[src/logic/ssl_params.svh]
// timing counts and reset values for the supply state lockout control
`ifndef SSL_PARAMS_SVH
`define SSL_PARAMS_SVH
`define SSL_CLK_MHZ 250
`define SSL_READY_MIN_US 250
`define SSL_READY_MAX_US 450
`define SSL_FUSE_US 50
// fuse read is a least time: round up
`define SSL_FUSE_CYC ((`SSL_FUSE_US * `SSL_CLK_MHZ * 1000 + 999) / 1000)
// total ready time aims at the minimum bound, rounded up, to stay under max
`define SSL_READY_CYC ((`SSL_READY_MIN_US * `SSL_CLK_MHZ * 1000 + 999) / 1000)
`define SSL_READY_MAX_CYC (`SSL_READY_MAX_US * `SSL_CLK_MHZ)
`define SSL_WORD_BITS 24
`define SSL_CFG_RST 5'h00
`define SSL_CURLIM_CODE 3'h0
`endif

[src/logic/ssl_pkg.sv]
// types for the supply state lockout control
package ssl_pkg;
    typedef enum logic [1:0] {
        SSL_RESET = 2'b00,
        SSL_LOCK = 2'b01,
        SSL_FUSE = 2'b11,
        SSL_NORMAL = 2'b10
    } ssl_state_t;

    typedef struct packed {
        logic por;
        logic uv;
        logic ov;
        logic low_batt;
        logic double_batt;
        logic io_ok;
    } ssl_supply_t;

    typedef struct packed {
        logic [2:0] current_code;
        logic por_seen;
        logic uv_seen;
    } ssl_cfg_t;
endpackage

[src/logic/ssl_sync.sv]
// two-stage synchroniser for comparator levels
module ssl_sync #(
    parameter int W = 3,
    parameter logic [W-1:0] RST_VAL = '0
) (
    input wire logic clk_sys_i, // system clock
    input wire logic rstn_i, // sync reset, active low
    input wire logic [W-1:0] d_i, // asynchronous levels
    output logic [W-1:0] q_o // synchronised levels
);
    logic [W-1:0] meta;
    logic [W-1:0] next_meta;
    logic [W-1:0] next_q;

    always_comb begin
        next_meta = d_i;
        next_q = meta;
    end

    // reset level chosen by the user so no false release leaks out
    always_ff @(posedge clk_sys_i) begin
        if (!rstn_i) begin
            meta <= RST_VAL;
            q_o <= RST_VAL;
        end else begin
            meta <= next_meta;
            q_o <= next_q;
        end
    end
endmodule

[src/logic/ssl_core.sv]
// supply state lockout control: reset, lockout, fuse read and serial gating
// Behaviour
// - in undervoltage lockout the serial data output is high impedance
// - in lockout every select assertion is ignored, no transfer or write
// - lockout during a word locks out, then discards the partial word
// - lockout latches an undervoltage-seen bit, readable after recovery
// - power-on reset returns registers to defaults and disables serial port
// - after reset release, set reset-occurred flag in configuration register
// - overvoltage forces limited current setting, keeps and restores setup
// - double battery range operates normally and sets no fault
// - low battery band keeps serial port working with true status
// - interrupt output held low from reset until device is ready
// - without io supply logic runs but drives no pins, resumes later; only miso is released here, int_n_o stays driven
// - losing io supply keeps state and registers, resumes on return
// - ready interval from reset or lockout lies within 250 to 450 us
// - fuse read phase of at least 50 us precedes normal operation
`include "ssl_params.svh"
module ssl_core
    import ssl_pkg::*;
(
    input wire logic clk_sys_i, // system clock, 250 MHz
    input wire logic rstn_i, // sync reset, active low
    input ssl_pkg::ssl_supply_t supply_i, // supply comparator levels
    input wire logic sel_n_i, // serial select, active low
    input wire logic sck_rise_i, // serial clock rising, one-cycle pulse
    input wire logic mosi_i, // serial data in
    input wire logic event_int_i, // interrupt request from switch logic
    output logic miso_o, // serial data out
    output logic miso_oe_n_o, // serial out enable, low drives
    output logic int_n_o, // interrupt output level, active low
    output logic ready_o, // device in normal operation
    output ssl_pkg::ssl_cfg_t cfg_o, // configuration register content
    output logic [2:0] current_o, // effective current source code
    output logic word_o, // one-cycle pulse: word accepted
    output logic [`SSL_WORD_BITS-1:0] word_data_o // accepted word
);
    import ssl_pkg::*;

    //--------------------------------------------------
    // synchronised comparators
    //--------------------------------------------------
    logic [2:0] cmp;
    logic por_s;
    logic uv_s;
    logic ov_s;

    // por and uv read as asserted until real levels arrive
    ssl_sync #(.W(3), .RST_VAL(3'b110)) u_sync (
        .clk_sys_i(clk_sys_i),
        .rstn_i(rstn_i),
        .d_i({supply_i.por, supply_i.uv, supply_i.ov}),
        .q_o(cmp)
    );
    assign por_s = cmp[2];
    assign uv_s = cmp[1];
    assign ov_s = cmp[0];

    //--------------------------------------------------
    // power state machine
    //--------------------------------------------------
    ssl_state_t state;
    ssl_state_t next_state;
    logic [17:0] tmr;
    logic [17:0] next_tmr;
    ssl_cfg_t cfg;
    ssl_cfg_t next_cfg;
    logic por_pend;
    logic next_por_pend;
    logic [`SSL_WORD_BITS-1:0] word_data;
    logic [`SSL_WORD_BITS-1:0] next_word_data;

    function automatic logic [17:0] cyc(input int n);
        return 18'(n);
    endfunction

    always_comb begin
        next_state = state;
        next_tmr = tmr;
        next_cfg = cfg;
        next_por_pend = por_pend;
        if (por_s) begin
            // reset beats lockout; registers back to defaults
            next_state = SSL_RESET;
            next_cfg = ssl_cfg_t'(`SSL_CFG_RST);
            next_por_pend = 1'b1;
            next_tmr = '0;
        end else begin
            unique case (state)
                SSL_RESET: begin
                    next_state = SSL_LOCK;
                    next_tmr = '0;
                end
                SSL_LOCK: begin
                    if (!uv_s) begin
                        next_state = SSL_FUSE;
                        next_tmr = '0;
                    end
                end
                SSL_FUSE: begin
                    next_tmr = tmr + 18'h1;
                    if (uv_s) begin
                        next_state = SSL_LOCK;
                    end else if (tmr >= cyc(`SSL_READY_CYC) - 18'h1) begin
                        // fuse read done, ready window honoured
                        next_state = SSL_NORMAL;
                        if (por_pend) begin
                            next_cfg.por_seen = 1'b1;
                        end
                        next_por_pend = 1'b0;
                    end
                end
                SSL_NORMAL: begin
                    // low and double battery do not leave normal
                    if (uv_s) begin
                        next_state = SSL_LOCK;
                    end
                end
            endcase
            if (uv_s) begin
                next_cfg.uv_seen = 1'b1;
            end
            if (state == SSL_NORMAL && word_o && word_data[23]) begin
                // write word: bit 23 set, bits 22:20 program current, bits
                // 1:0 write one to clear status flags; set wins above
                next_cfg.current_code = word_data[22:20];
                if (word_data[1] && !uv_s) begin
                    next_cfg.uv_seen = 1'b0;
                end
                if (word_data[0]) begin
                    next_cfg.por_seen = 1'b0;
                end
            end
        end
    end

    always_ff @(posedge clk_sys_i) begin
        if (!rstn_i) begin
            state <= SSL_RESET;
            tmr <= '0;
            cfg <= ssl_cfg_t'(`SSL_CFG_RST);
            por_pend <= 1'b1;
        end else begin
            state <= next_state;
            tmr <= next_tmr;
            cfg <= next_cfg;
            por_pend <= next_por_pend;
        end
    end

    //--------------------------------------------------
    // serial word shifter
    //--------------------------------------------------
    logic link_ok;
    logic [`SSL_WORD_BITS-1:0] shreg;
    logic [`SSL_WORD_BITS-1:0] next_shreg;
    logic [4:0] bits;
    logic [4:0] next_bits;
    logic active;
    logic next_active;
    logic word;
    logic next_word;
    logic miso;
    logic next_miso;

    // serial port usable only in normal with io supply
    assign link_ok = (state == SSL_NORMAL) && supply_i.io_ok;

    always_comb begin
        next_shreg = shreg;
        next_bits = bits;
        next_active = active;
        next_word_data = word_data;
        next_word = 1'b0;
        next_miso = miso;
        if (!link_ok) begin
            // partial word dropped, select ignored
            next_active = 1'b0;
            next_bits = '0;
        end else if (!sel_n_i) begin
            if (!active) begin
                next_active = 1'b1;
                next_bits = '0;
                next_shreg = {cfg, {(`SSL_WORD_BITS-5){1'b0}}};
                next_miso = cfg.current_code[2];
            end else if (sck_rise_i && bits != 5'(`SSL_WORD_BITS)) begin
                next_shreg = {shreg[`SSL_WORD_BITS-2:0], mosi_i};
                next_miso = shreg[`SSL_WORD_BITS-2];
                next_bits = bits + 5'h1;
            end
        end else if (active) begin
            next_active = 1'b0;
            if (bits == 5'(`SSL_WORD_BITS)) begin
                next_word = 1'b1;
                next_word_data = shreg;
            end
        end
    end

    always_ff @(posedge clk_sys_i) begin
        if (!rstn_i) begin
            shreg <= '0;
            bits <= '0;
            active <= 1'b0;
            word_data <= '0;
            word <= 1'b0;
            miso <= 1'b0;
        end else begin
            shreg <= next_shreg;
            bits <= next_bits;
            active <= next_active;
            word_data <= next_word_data;
            word <= next_word;
            miso <= next_miso;
        end
    end

    //--------------------------------------------------
    // outputs
    //--------------------------------------------------
    assign word_o = word;
    assign word_data_o = word_data;
    assign miso_o = miso;
    assign miso_oe_n_o = !(link_ok && active);
    assign int_n_o = (state == SSL_NORMAL) ? !event_int_i : 1'b0;
    assign ready_o = (state == SSL_NORMAL);
    assign cfg_o = cfg;
    // overvoltage limits sources, stored setup untouched
    assign current_o = ov_s ? `SSL_CURLIM_CODE : cfg.current_code;

    //--------------------------------------------------
    // checks
    //--------------------------------------------------
    // cycles spent in the present fuse phase, held one cycle after it ends, zero elsewhere
    logic [18:0] rdy_cnt;
    always_ff @(posedge clk_sys_i) begin
        if (!rstn_i || state != SSL_FUSE) begin
            rdy_cnt <= '0;
        end else begin
            rdy_cnt <= rdy_cnt + 19'h1;
        end
    end
endmodule

[config.mk]
export PLATFORM = sky130hd
export DESIGN_NAME = ssl_core
export DESIGN_NICKNAME = d
export VERILOG_FILES = /design/src/logic/ssl_pkg.sv /design/src/logic/ssl_sync.sv /design/src/logic/ssl_core.sv
export VERILOG_INCLUDE_DIRS = /design/src /design/src/logic
export SDC_FILE = /design/constraint.sdc
export NUM_CORES = 1
export LEC_CHECK = 0
export ABC_CLOCK_PERIOD_IN_PS = 2000
export BUFFER_PORTS_ARGS = -buffer_cell sky130_fd_sc_hd__buf_2
export CELL_PAD_IN_SITES_DETAIL_PLACEMENT = 1
export CELL_PAD_IN_SITES_GLOBAL_PLACEMENT = 2
export CORE_ASPECT_RATIO = 1.5
export CORE_UTILIZATION = 35
export CTS_CLUSTER_SIZE = 28
export DETAILED_ROUTE_END_ITERATION = 8
export PLACE_DENSITY = 0.75
export SETUP_SLACK_MARGIN = 0.4
export SLEW_MARGIN = 20
export SYNTH_ARGS = -nofsm -noshare
export SYNTH_HDL_FRONTEND = slang
export SYNTH_SLANG_ARGS = --single-unit
[constraint.sdc]
create_clock -name clk_sys_i -period 2 [get_ports clk_sys_i]
set_input_delay 0.4 -clock clk_sys_i [delete_from_list [all_inputs] [get_ports clk_sys_i]]
set_output_delay 0.4 -clock clk_sys_i [all_outputs]
set_load 0.05 [all_outputs]
==> summary.md, run 1 <==
The flow ran to the end, and the final reports show no timing, DRC or antenna violations. Together, buffers and inverters on the worst path number 2. The run gives 0 as the warning count from the yosys run. The mean area per synthesized cell came out at 8.77 sq um.

The largest single stage delay on the critical path is 0.48 ns. Clock skew on the completed layout was measured at 0.00442 ns. Registers are responsible for 47.3% of the overall power. For this run, the top clock speed supported by timing is 534 MHz. For this run the aggregate overflow at the end of global routing stands at 0. The post-route netlist has 41.1% of its cells at a drive strength greater than 1. The tool flagged a number of max-cap violations equal to 0. After detailed routing, the number of remaining DRC violations is 0. The first global-routing pass estimated 17900 microns of wire. Summing over every cut layer, the via total after detailed routing is 3370. Yosys attributes the largest share of cell area to dfxtp_1, a21boi_0, nand2_1, o21ai_0, mux2i_1. Dividing the detail-routed wire length by the instance count gives 17.5 microns. The first routing iteration left 118 violations. Final clock period utilization by the worst path: 93.6%. Top cell family by delay on the critical path: simple AND/OR/NAND/NOR gates.

The class of the worst hold path is primary input to flop. In this run, distinct cell masters in the synthesized netlist total 47. The share of the synthesized area in the top cell type came out at 47.2%. In this run the tool buffered the top-level ports with 46 buffer cells.

After clock tree synthesis, the clock-pin slew on the worst setup and hold paths is 0.06 ns. Timing analysis after detailed placement gives a worst setup slack of 0.104 ns. Clock tree synthesis found a total of 87 sinks. The count of nets left with antenna violations once routing finished came out at 0.

Counting flops with an async set or reset pin after synthesis yields a share of 0%. Critical path's slowest cell: or4_4. Start-to-end type of the worst setup path: flop to flop. The share of total power dissipated in the clock network is 49.0%. The peak supply drop came out at 0.401 mV. The logs give 4440 microns for the detailed-routing wirelength on met1 and 10200 sq um for the placeable core area.

For this run, the share of the core covered by cells in the final layout is 53.6%. The first TritonRoute pass finished after 4 iterations. The tools report the cell count after synthesis as 421. Entering global routing, the biggest net connects 48 pins. Summed over all nets, the switching power comes to 755 uW.

The initialized floorplan defines 45 standard-cell rows. For the area of all placed cells without fillers, the log shows 5460 sq um. After detailed placement, the total cell area comes to 4240 sq um.

The tools report the HPWL after detailed placement as 6520 microns. For the final sum of negative setup slack, the log shows 0 ns. Across every metal layer, demand over resource in global routing totals 21.2%. The run gives 3.7% as the fraction of power consumed by combinational cells. Counting flops with a built-in enable in the synthesized netlist gives 0. Power spread over the standard cell area amounts to 675 nW/um^2.

STA puts the critical path data required time at 2.28 ns. The clock insertion delay at the later pin of the skew report is 0.34 ns, and the number of hold buffers added after CTS is 0. In this run the cell area of the synthesized design comes to 3690 sq um. The library cell with the highest instance count after synthesis is dfxtp_1. Net switching is 20.5% of the power. Wire segments on met2 add up to 6410 microns in the final route. The H-tree was split into 3 levels. The critical path goes through inv_2 > ha_4 > and2b_2 > o211ai_1 > clkbuf_16 > or4_4 > a21oi_2.

The logs give 439 for the number of nets produced by synthesis and 282 microns for the amount of wire on met3 after detailed routing. The cell at the root of the clock tree is clkbuf_16. The tools report the number of global-route vias before repair as 3514.

TritonCTS built the clock tree. The number of pins exceeding their max-slew limit in the final report is 0, and the number of hold violations in the final report is 0. The synthesis-stage register bit count was 87.

The longest clock path from root to sink contains 2 buffers. The worst setup path is captured at a flop. By count the netlist is led by dfxtp_1, nand2_1, a21boi_0. Of all cell types, the one taking the most synthesized area is dfxtp_1. The floorplan step set the die width to 85.9 microns.

The repair_antennas step left the layout with diodes totalling 0. Across all setup checks in the final design, the least slack found is 0.128 ns. Summing the sequential cell areas from Yosys gives 47.2% of the chip area. The worst slew slack as a fraction of its limit is 66.2%, and the wire length reported by the detailed router is 11400 microns.

The critical path startpoint category is a flop. Initial antenna violation count: 0. Compared with the post-synthesis result, the final layout area differs by 48.0%. Internal power comes to 2930 uW. STA puts the critical path data arrival time at 2.15 ns.

The net count of the finished layout is 524. The layout has 1108 filler cells. The congestion estimate from routability-driven global placement came to 0.735. Uppermost metal layer occupied by signal nets: met4. The number of vias per cell was 5.17; the die height was 128 microns.

The clock period could shrink to 1.87 ns. Most common flop cell mapped by yosys: dfxtp_1. The starting density of the core is 36.2%, and the maximum fanout count along the critical path is 7. 49 I/O pins were placed. The total die area was 11000 sq um. The number of endpoints failing setup at the final stage is 0, and the slew at the pin with the worst max-slew slack is 0.505 ns. Setup repair after global routing could not meet its margin everywhere. Counting the buffers created by CTS gives 9. Static leakage: 0.00230 uW.
[cells in the final DEF (no fill, tap or decap), drive strengths merged, types with 2 or more instances in the layout]
master / count
a211oi: 2
o2111ai: 4
o221ai: 2
or3: 9
clkinv: 2
nand3b: 2
nor2b: 7
mux2i: 10
o21ai: 32
nor4: 2
nor2: 22
and2: 3
and3: 5
bufinv: 2
nor3: 2
nand2: 76
nand3: 11
a21boi: 43
dfxtp: 87
or4: 4
nand4: 4
a21oi: 18
xor2: 5
buf: 95
o31ai: 4
inv: 10
clkbuf: 14
nand4b: 2
o211a: 5
nand2b: 7
ha: 6
and4: 3
[cell type report]
class                   count  area (sq um)  area share [%]
well taps                 141           176            3.23
clock inverters             4          70.1            1.28
flip-flops and latches     87          1750            32.1
repair buffers             97           896            16.4
clock buffers              12           246            4.51
inverters                  11          45.0           0.824
multi-input cells         300          2280            41.7
[power groups by stage]
stage               combinational (uW)  sequential (uW)  clock (uW)
finish                             137             1740        1810
global route                       147             1740        1930
CTS                                129             1740        1860
detailed placement                92.0             1780           0
global placement                  90.7             1780           0
floorplan                         49.7             1780           0
[repair_timing]
item                                    CTS  global route
buffers inserted                         20             4
endpoints found under the setup margin   76            78
pin swaps                                12            60
gates cloned                              8             2
resized for setup                        52           126
[cell families after synthesis]
| group | count (synthesis) | synth area share (%) |
|---|---|---|
| and+or+nand+nor | 163 | 22.1 |
| xor gates and xnor gates | 6 | 1.42 |
| AOI/OAI and AO/OA | 115 | 20.5 |
| adders and majority gates | 6 | 2.03 |
| buffers and inverters | 34 | 4.07 |
| DFF | 87 | 47.2 |
| muxes | 10 | 2.71 |
[worst register-to-register path, stage by stage, from the launching register on]
cell	delay [ns]
dfxtp_4	0.38
inv_2	0.05
ha_4	0.24
and2b_2	0.15
o211ai_1	0.17
clkbuf_16	0.21
or4_4	0.48
a21oi_2	0.12
[layer usage]
metal / vias up / GRT usage (%)
li1: 1631 / -
met1: 1683 / 23.0
met2: 41 / 40.1
met3: 15 / 3.54
met4: 0 / 8.33
met5: - / 0
[per-stage QoR]
step,hold WS (ns),instances,total power (uW)
final,0.240,652,3690
after global routing,0.231,652,3820
after CTS,0.226,646,3730
after detailed placement,0.397,602,1870
after global placement,0.392,602,1870
after floorplan,0.386,421,1830
[state kept, by name (all words and copies together) (netlist names)]
signal and count:
shreg 24, word_data_o 24, tmr 18, bits 5, cfg_o 5, u_sync.meta 3, u_sync.q_o 3, state 2
active 1, por_pend 1, word_o 1
[final timing paths]
path / slack (ns) / start / cells after the start / to
worst max-delay path: 0.13 / state[0] / 7 / tmr[13]
worst min-delay path: 0.24 / supply_i[5] / 2 / u_sync.meta[2]
worst max register to register: 0.13 / state[0] / 7 / tmr[13]
worst min register to register: 0.41 / u_sync.meta[2] / 1 / u_sync.q_o[2]
Power figures use the tool's default switching activity.
==> run 2: changes to the inputs <==
==> constraint.sdc (replaced) <==
create_clock -name clk_sys_i -period 2 [get_ports clk_sys_i]
set_input_delay 0 -clock clk_sys_i [delete_from_list [all_inputs] [get_ports clk_sys_i]]
set_output_delay 0 -clock clk_sys_i [all_outputs]
set_load 0.05 [all_outputs]
==> summary.md, run 2 (synthesized netlist as in run 1, its figures left out) <==
The flow ran to the end, and the final reports show no timing, DRC or antenna violations. The top cell family by delay on the critical path was simple AND/OR/NAND/NOR gates. In the finished design, the share of the clock period the worst path needs comes to 91.0%. After detailed placement, the design holds a cell count of 604.

During placement, the flow inserted port buffers numbering 46. The run gives 3338 as the number of global-route vias before repair. The cell at the root of the clock tree was clkbuf_16.

The worst setup slack before clock tree synthesis is 0.0847 ns, and the number of buffers and inverters on the critical path is 2. After clock tree synthesis, the clock-pin slew on the worst setup and hold paths is 0.06 ns. The floorplan step set the die height to 128 microns. The area overhead of the layout relative to synthesis works out to 38.0%. TritonCTS created 9 clock buffers. The capture endpoint of the worst hold path was bits[1].

The number of filler cells placed in the layout came out at 1175. Using the TritonRoute via totals, the vias-per-cell ratio works out to 5.03. Across all layers, the routed design uses 3281 vias.

0 antenna diodes ended up in the layout. The number of pins exceeding their max-slew limit in the final report was 0. The critical path depth is 7, and the post-route DRC violation count is 0. The logs give 0 for the number of endpoints failing setup at the final stage and 6 for the number of iterations in the first detailed-routing pass.

Among all stages on the critical path, the largest delay is contributed by or4_4. Subtracting the final worst setup slack from the clock period gives 1.82 ns. The startpoint of the lowest-slack register-to-register path was state[0]. The class of the worst hold path was primary input to flop. In this run the cell area measured after placement is 4210 sq um. The critical path startpoint category was a flop. The post-layout net count was 524. Data on the critical path is required at its endpoint by 2.28 ns. For the total die area, the log shows 11000 sq um. The worst hold path stage count was 4; the slack of the worst reg-to-reg path was 0.18 ns. TritonCTS built the clock tree. Row generation in the floorplan step produced 45 rows.

49 I/O pins were placed. After floorplanning, the core was sized to cover 10200 sq um. In the layout the commonest cells are dfxtp_1, nand2_1, buf_2. The sort of element at the end of the critical path is a flop. The count of nets left with antenna violations once routing finished came out at 0. In the final timing run, aggregate negative setup slack is 0 ns. The run gives 36.2% as the starting density of the core. Maximum clock frequency: 550 MHz. The H-tree generated during clock tree synthesis spans 3 levels. The worst setup path is of the flop to flop kind. The run gives 10300 microns as the wire length reported by the detailed router.

The slew at the pin with the worst max-slew slack was 0.483 ns. The critical register-to-register path endpoint is tmr[16]. The critical path goes through inv_2 > ha_4 > and2b_2 > buf_6 > o2111ai_4 > or4_4 > a21oi_2. The first routing iteration left 58 violations. The analysis attributes to cell leakage a power of 0.00197 uW. The clock tree buffer depth was 2; the clock insertion delay at the later pin of the skew report was 0.34 ns. The routability-driven placement congestion ratio was 0.693; the clock sink count was 87.

The worst pin sits at a relative slew slack of 67.8%. The total overflow reported by the global router came out at 0. Non-filler instance count after layout: 652. Dividing the detail-routed wire length by the instance count gives 15.8 microns.

The first global-routing pass estimated 16500 microns of wire. The peak supply drop was 0.476 mV; the final worst slack was 0.181 ns. Entering global routing, the biggest net connects 56 pins. The maximum fanout count along the critical path is 6, and the largest clock skew in the final design is 0.00286 ns.

Initial antenna violation count: 0. Data on the critical path arrives at its endpoint at 2.10 ns. The number of max-cap violations was 0. Measured in cells, the most critical reg-to-reg path has a length of 7. Setup repair after global routing could not meet its margin everywhere. The most common cell after layout, fill and taps aside is dfxtp_1.

The number of hold violations in the final report was 0. The startpoint of the most critical hold path is sck_rise_i. Detailed placement ended at an HPWL of 6530 microns. Summing all non-filler instances in the final layout gives an area of 5100 sq um. The die is 85.9 microns wide.

The delay contributed by the slowest stage of the critical path came out at 0.52 ns. The share of cells above drive strength 1 is 31.9%. Across every metal layer, demand over resource in global routing totals 19.3%. The total power density per cell area was 672 nW/um^2.
## run 2: cell count changes in the layout (fill, tap and decap cells not counted), moves of 4 or more
cell / previous run / this run
nand2_1: 52 / 70
buf_4: 22 / 26
nand2_4: 18 / 2
a21boi_2: 10 / 4
buf_12: 7 / 1
buf_6: 18 / 9
dlygate4sd3_1: 0 / 6
o21ai_2: 6 / 0
a21boi_0: 0 / 4
nor2b_4: 5 / 1
nor2b_1: 2 / 6
## run 2: how the worst max path moves through the flow
| stage | from | endpoint | slack (ns) |
|---|---|---|---|
| 6_report | state[0] | tmr[16] | 0.18 |
| 3_3_place_gp | state[1] | tmr[15] | 0.14 |
| 4_1_cts | state[1] | tmr[17] | 0.10 |
| 2_1_floorplan | state[0] | shreg[10] | 0.06 |
| 5_1_grt | state[0] | tmr[6] | 0.10 |
| 3_5_place_dp | state[1] | tmr[15] | 0.08 |
## run 2: per-stage QoR
stage          total power, uW  hold slack (ns)  utilization [%]
2_1_floorplan             1830           0.0724                -
3_3_place_gp              1860            0.181             41.3
3_5_place_dp              1870            0.189             41.3
4_1_cts                   3470           0.0224             46.8
5_1_grt                   3560            0.188             50.0
6_report                  3430            0.156             50.0
## run 2: what timing repair did
item	in CTS	in global routing
cloned	3	3
buffers inserted	13	7
pin swaps	22	24
hold buffers	5	1
gates resized for setup	35	74
hold endpoints to repair	5	1
setup endpoints to repair	70	74
## run 2: final cells by class
cell class,instances,area (sq um),share of cell area [%]
Clock buffer,12,256,5.03
Clock inverter,4,20.0,0.393
Inverter,11,45.0,0.884
Multi-Input combinational cell,300,2050,40.3
Sequential cell,87,1750,34.4
Tap cell,141,176,3.46
Timing Repair Buffer,97,792,15.5
## run 2: layer usage
layer	global-route usage, %	wire length (microns)
met1	20.9	4100
met2	36.2	5820
met3	4.31	230
met4	6.96	174
met5	0	0
## run 2: power breakdown
part	internal (uW)	switching, uW	leakage (uW)
Sequential	1740	4.34	0.000705
Combinational	57.2	59.1	0.00112
Clock	901	668	0.000142
Total	2700	731	0.00197
## run 2: worst register-to-register path: stages, from the launching register on
cell and delay, ns:
dfxtp_4 0.37, inv_2 0.05, ha_4 0.24, and2b_2 0.17, buf_6 0.11, o2111ai_4 0.15
or4_4 0.52, a21oi_2 0.14
==> run 3: changes to the inputs <==
==> constraint.sdc (replaced) <==
create_clock -name clk_sys_i -period 2 [get_ports clk_sys_i]
set_input_delay 0.2 -clock clk_sys_i [delete_from_list [all_inputs] [get_ports clk_sys_i]]
set_output_delay 0.2 -clock clk_sys_i [all_outputs]
set_load 0.05 [all_outputs]
==> summary.md, run 3 (synthesized netlist as in run 1, its figures left out) <==
The logs give 0 for the number of pins exceeding their max-slew limit in the final report and 545 MHz for the maximum clock frequency. In this run the static leakage power is 0.00229 uW. The first global-routing pass estimated 17700 microns of wire. Power spread over the standard cell area amounts to 651 nW/um^2. The final layout contains 529 nets. The number of global-route vias before repair was 3459. Among cell families on the critical path, the largest total delay comes from simple AND/OR/NAND/NOR gates. The routed design has 11500 microns of wire. The clock arrives with 0.00456 ns of skew. Counting cells, the worst reg-to-reg path comes to 7.

The repair_antennas step left the layout with diodes totalling 0. The required time of the critical path was 2.28 ns; the initial antenna violation count was 0. Of the total power, the share spent switching nets is 21.1%. The floorplan step defined a die boundary enclosing 11000 sq um.

For this run, design rule violations remaining after detail routing come to 0. The placed instance count was 605; the register clock-pin slew on the reported worst setup and hold paths was 0.06 ns. The non-filler instance count after layout was 657. After layout, the worst path uses 91.8% of the clock period. The most common cell after layout, fill and taps aside is dfxtp_1. The worst path needs 1.84 ns of the cycle, external delays included. Critical path's slowest cell: or4_1. Total overflow reported by the global router: 0.

Global routing consumed, over all layers together, 21.0% of the routing resources. Together, buffers and inverters on the worst path number 2. For the number of hold buffers added after CTS, the log shows 0. TritonCTS built the clock tree. Of the total power, combinational logic draws 3.8%.

In this run the deepest clock path goes through 2 buffers. Data on the critical path arrives at its endpoint at 2.11 ns. The clock share of power was 47.2%; the share of cells above drive strength 1 was 39.9%. The tools report the worst setup path endpoint as tmr[13]. Entering global routing, the biggest net connects 34 pins.

After legalization and detailed placement, the total HPWL measured 6630 microns. Number of hold violations in the final report: 0. For the part of the total power dissipated in sequential elements, the log shows 49.1%.

The run gives 9 as the number of buffers inserted during clock tree synthesis. The run gives 0.34 ns as the clock insertion delay at the later pin of the skew report. The final route contains 3414 vias. For this run, the slowest stage of the critical path takes 0.48 ns. The start-to-end type of the worst setup path was flop to flop. Critical register-to-register path endpoint: tmr[13]. Internal power comes to 2800 uW. VDD sags by at most 0.361 mV. The tools report the cell at the root of the clock tree as clkbuf_16.

The post-placement cell area was 4250 sq um. The critical path startpoint is state[0]. The run gives 69.7% as the worst slew slack as a fraction of its limit.

The number of input and output port buffers inserted came out at 46. For the placeable core area, the log shows 10200 sq um. Setup repair after global routing could not meet its margin everywhere. The analysis attributes to net switching a power of 751 uW. In this run, the number of DRC markers left after iteration 0 of detailed routing was 130. Once detail routing completed, the nets flagged for antenna violations numbered 0. The flow ran to the end, and the final reports show no timing, DRC or antenna violations.

The clock tree synthesis step divided the H-tree into 3 levels. The area of all placed cells without fillers was 5460 sq um; the area overhead of the layout relative to synthesis was 47.8%. The critical path goes through inv_4 > ha_4 > and2b_2 > o211ai_1 > clkbuf_16 > or4_1 > a21oi_2.

The critical path startpoint category is a flop. STA classifies the critical path endpoint as a flop. At the pin with the least slew margin, the transition time is 0.454 ns.

The library cells used most frequently in the layout, excluding fill and tap cells, are dfxtp_1, nand2_1, buf_2. The number of vias per cell came out at 5.20. The run gives 0 as the number of max-cap violations. The routability-driven placement congestion ratio is 0.738. For the starting density of the core, the log shows 36.2%.

From left edge to right edge, the die measures 85.9 microns. Before antenna repair, the detailed router went through 4 iterations. The class of the worst hold path is primary input to flop.

The die is 128 microns tall. The wire length per cell after detailed routing is 17.4 microns, and the slack of the worst reg-to-reg path is 0.16 ns. The floorplan has 45 rows.

The number of endpoints failing setup at the final stage was 0; the clock sink count was 87. The number of top-level pins is 49, and the final sum of negative setup slack is 0 ns. The startpoint of the lowest-slack register-to-register path was state[0]. Along the worst path, the maximum fanout reaches 6. The critical path depth came out at 7.
## run 3: worst min path at each step
| stage | from | endpoint | slack [ns] | cells past startpoint |
|---|---|---|---|---|
| floorplan | sel_n_i | active | 0.27 | 1 |
| CTS | supply_i[4] | u_sync.meta[1] | 0.03 | 2 |
| global route | supply_i[5] | u_sync.meta[2] | 0.04 | 2 |
| detailed placement | supply_i[4] | u_sync.meta[1] | 0.39 | 2 |
| finish | supply_i[4] | u_sync.meta[1] | 0.04 | 2 |
| global placement | supply_i[4] | u_sync.meta[1] | 0.38 | 2 |
## run 3: power groups by stage
stage	clock, uW	combinational [uW]	sequential (uW)
final	1680	134	1740
after floorplan	0	49.7	1780
after global routing	1800	144	1740
after global placement	0	89.2	1780
after CTS	1720	121	1740
after detailed placement	0	90.1	1780
## run 3: final cells by class
type	count	area [sq um]
multi-input combinational	300	2220
clock buffer	12	246
sequential	87	1750
fill	1139	4730
inverter	11	47.5
clock inverter	4	45.0
timing repair buffer	102	971
tap	141	176
## run 3: per-stage QoR
step	hold slack (ns)	utilization, %	setup WS, ns	power [uW]
6_report	0.0446	53.6	0.164	3550
5_1_grt	0.0358	53.6	0.0746	3690
3_3_place_gp	0.384	41.7	0.130	1870
2_1_floorplan	0.272	-	0.0609	1830
3_5_place_dp	0.393	41.7	0.0518	1870
4_1_cts	0.0332	48.3	0.102	3580
## run 3: timing repair
action,in CTS,in global routing
resized for setup,39,129
cloned,4,5
endpoints found under the setup margin,68,76
pin swaps,23,50
buffers inserted,21,6
## run 3: layer usage
layer / global-route usage (%) / vias to the layer above / routed length (microns)
met2: 39.4 / 45 / 6500
met1: 22.7 / 1694 / 4400
met3: 3.28 / 23 / 221
met5: 0 / - / 0
met4: 9.41 / 0 / 321
li1: - / 1652 / -
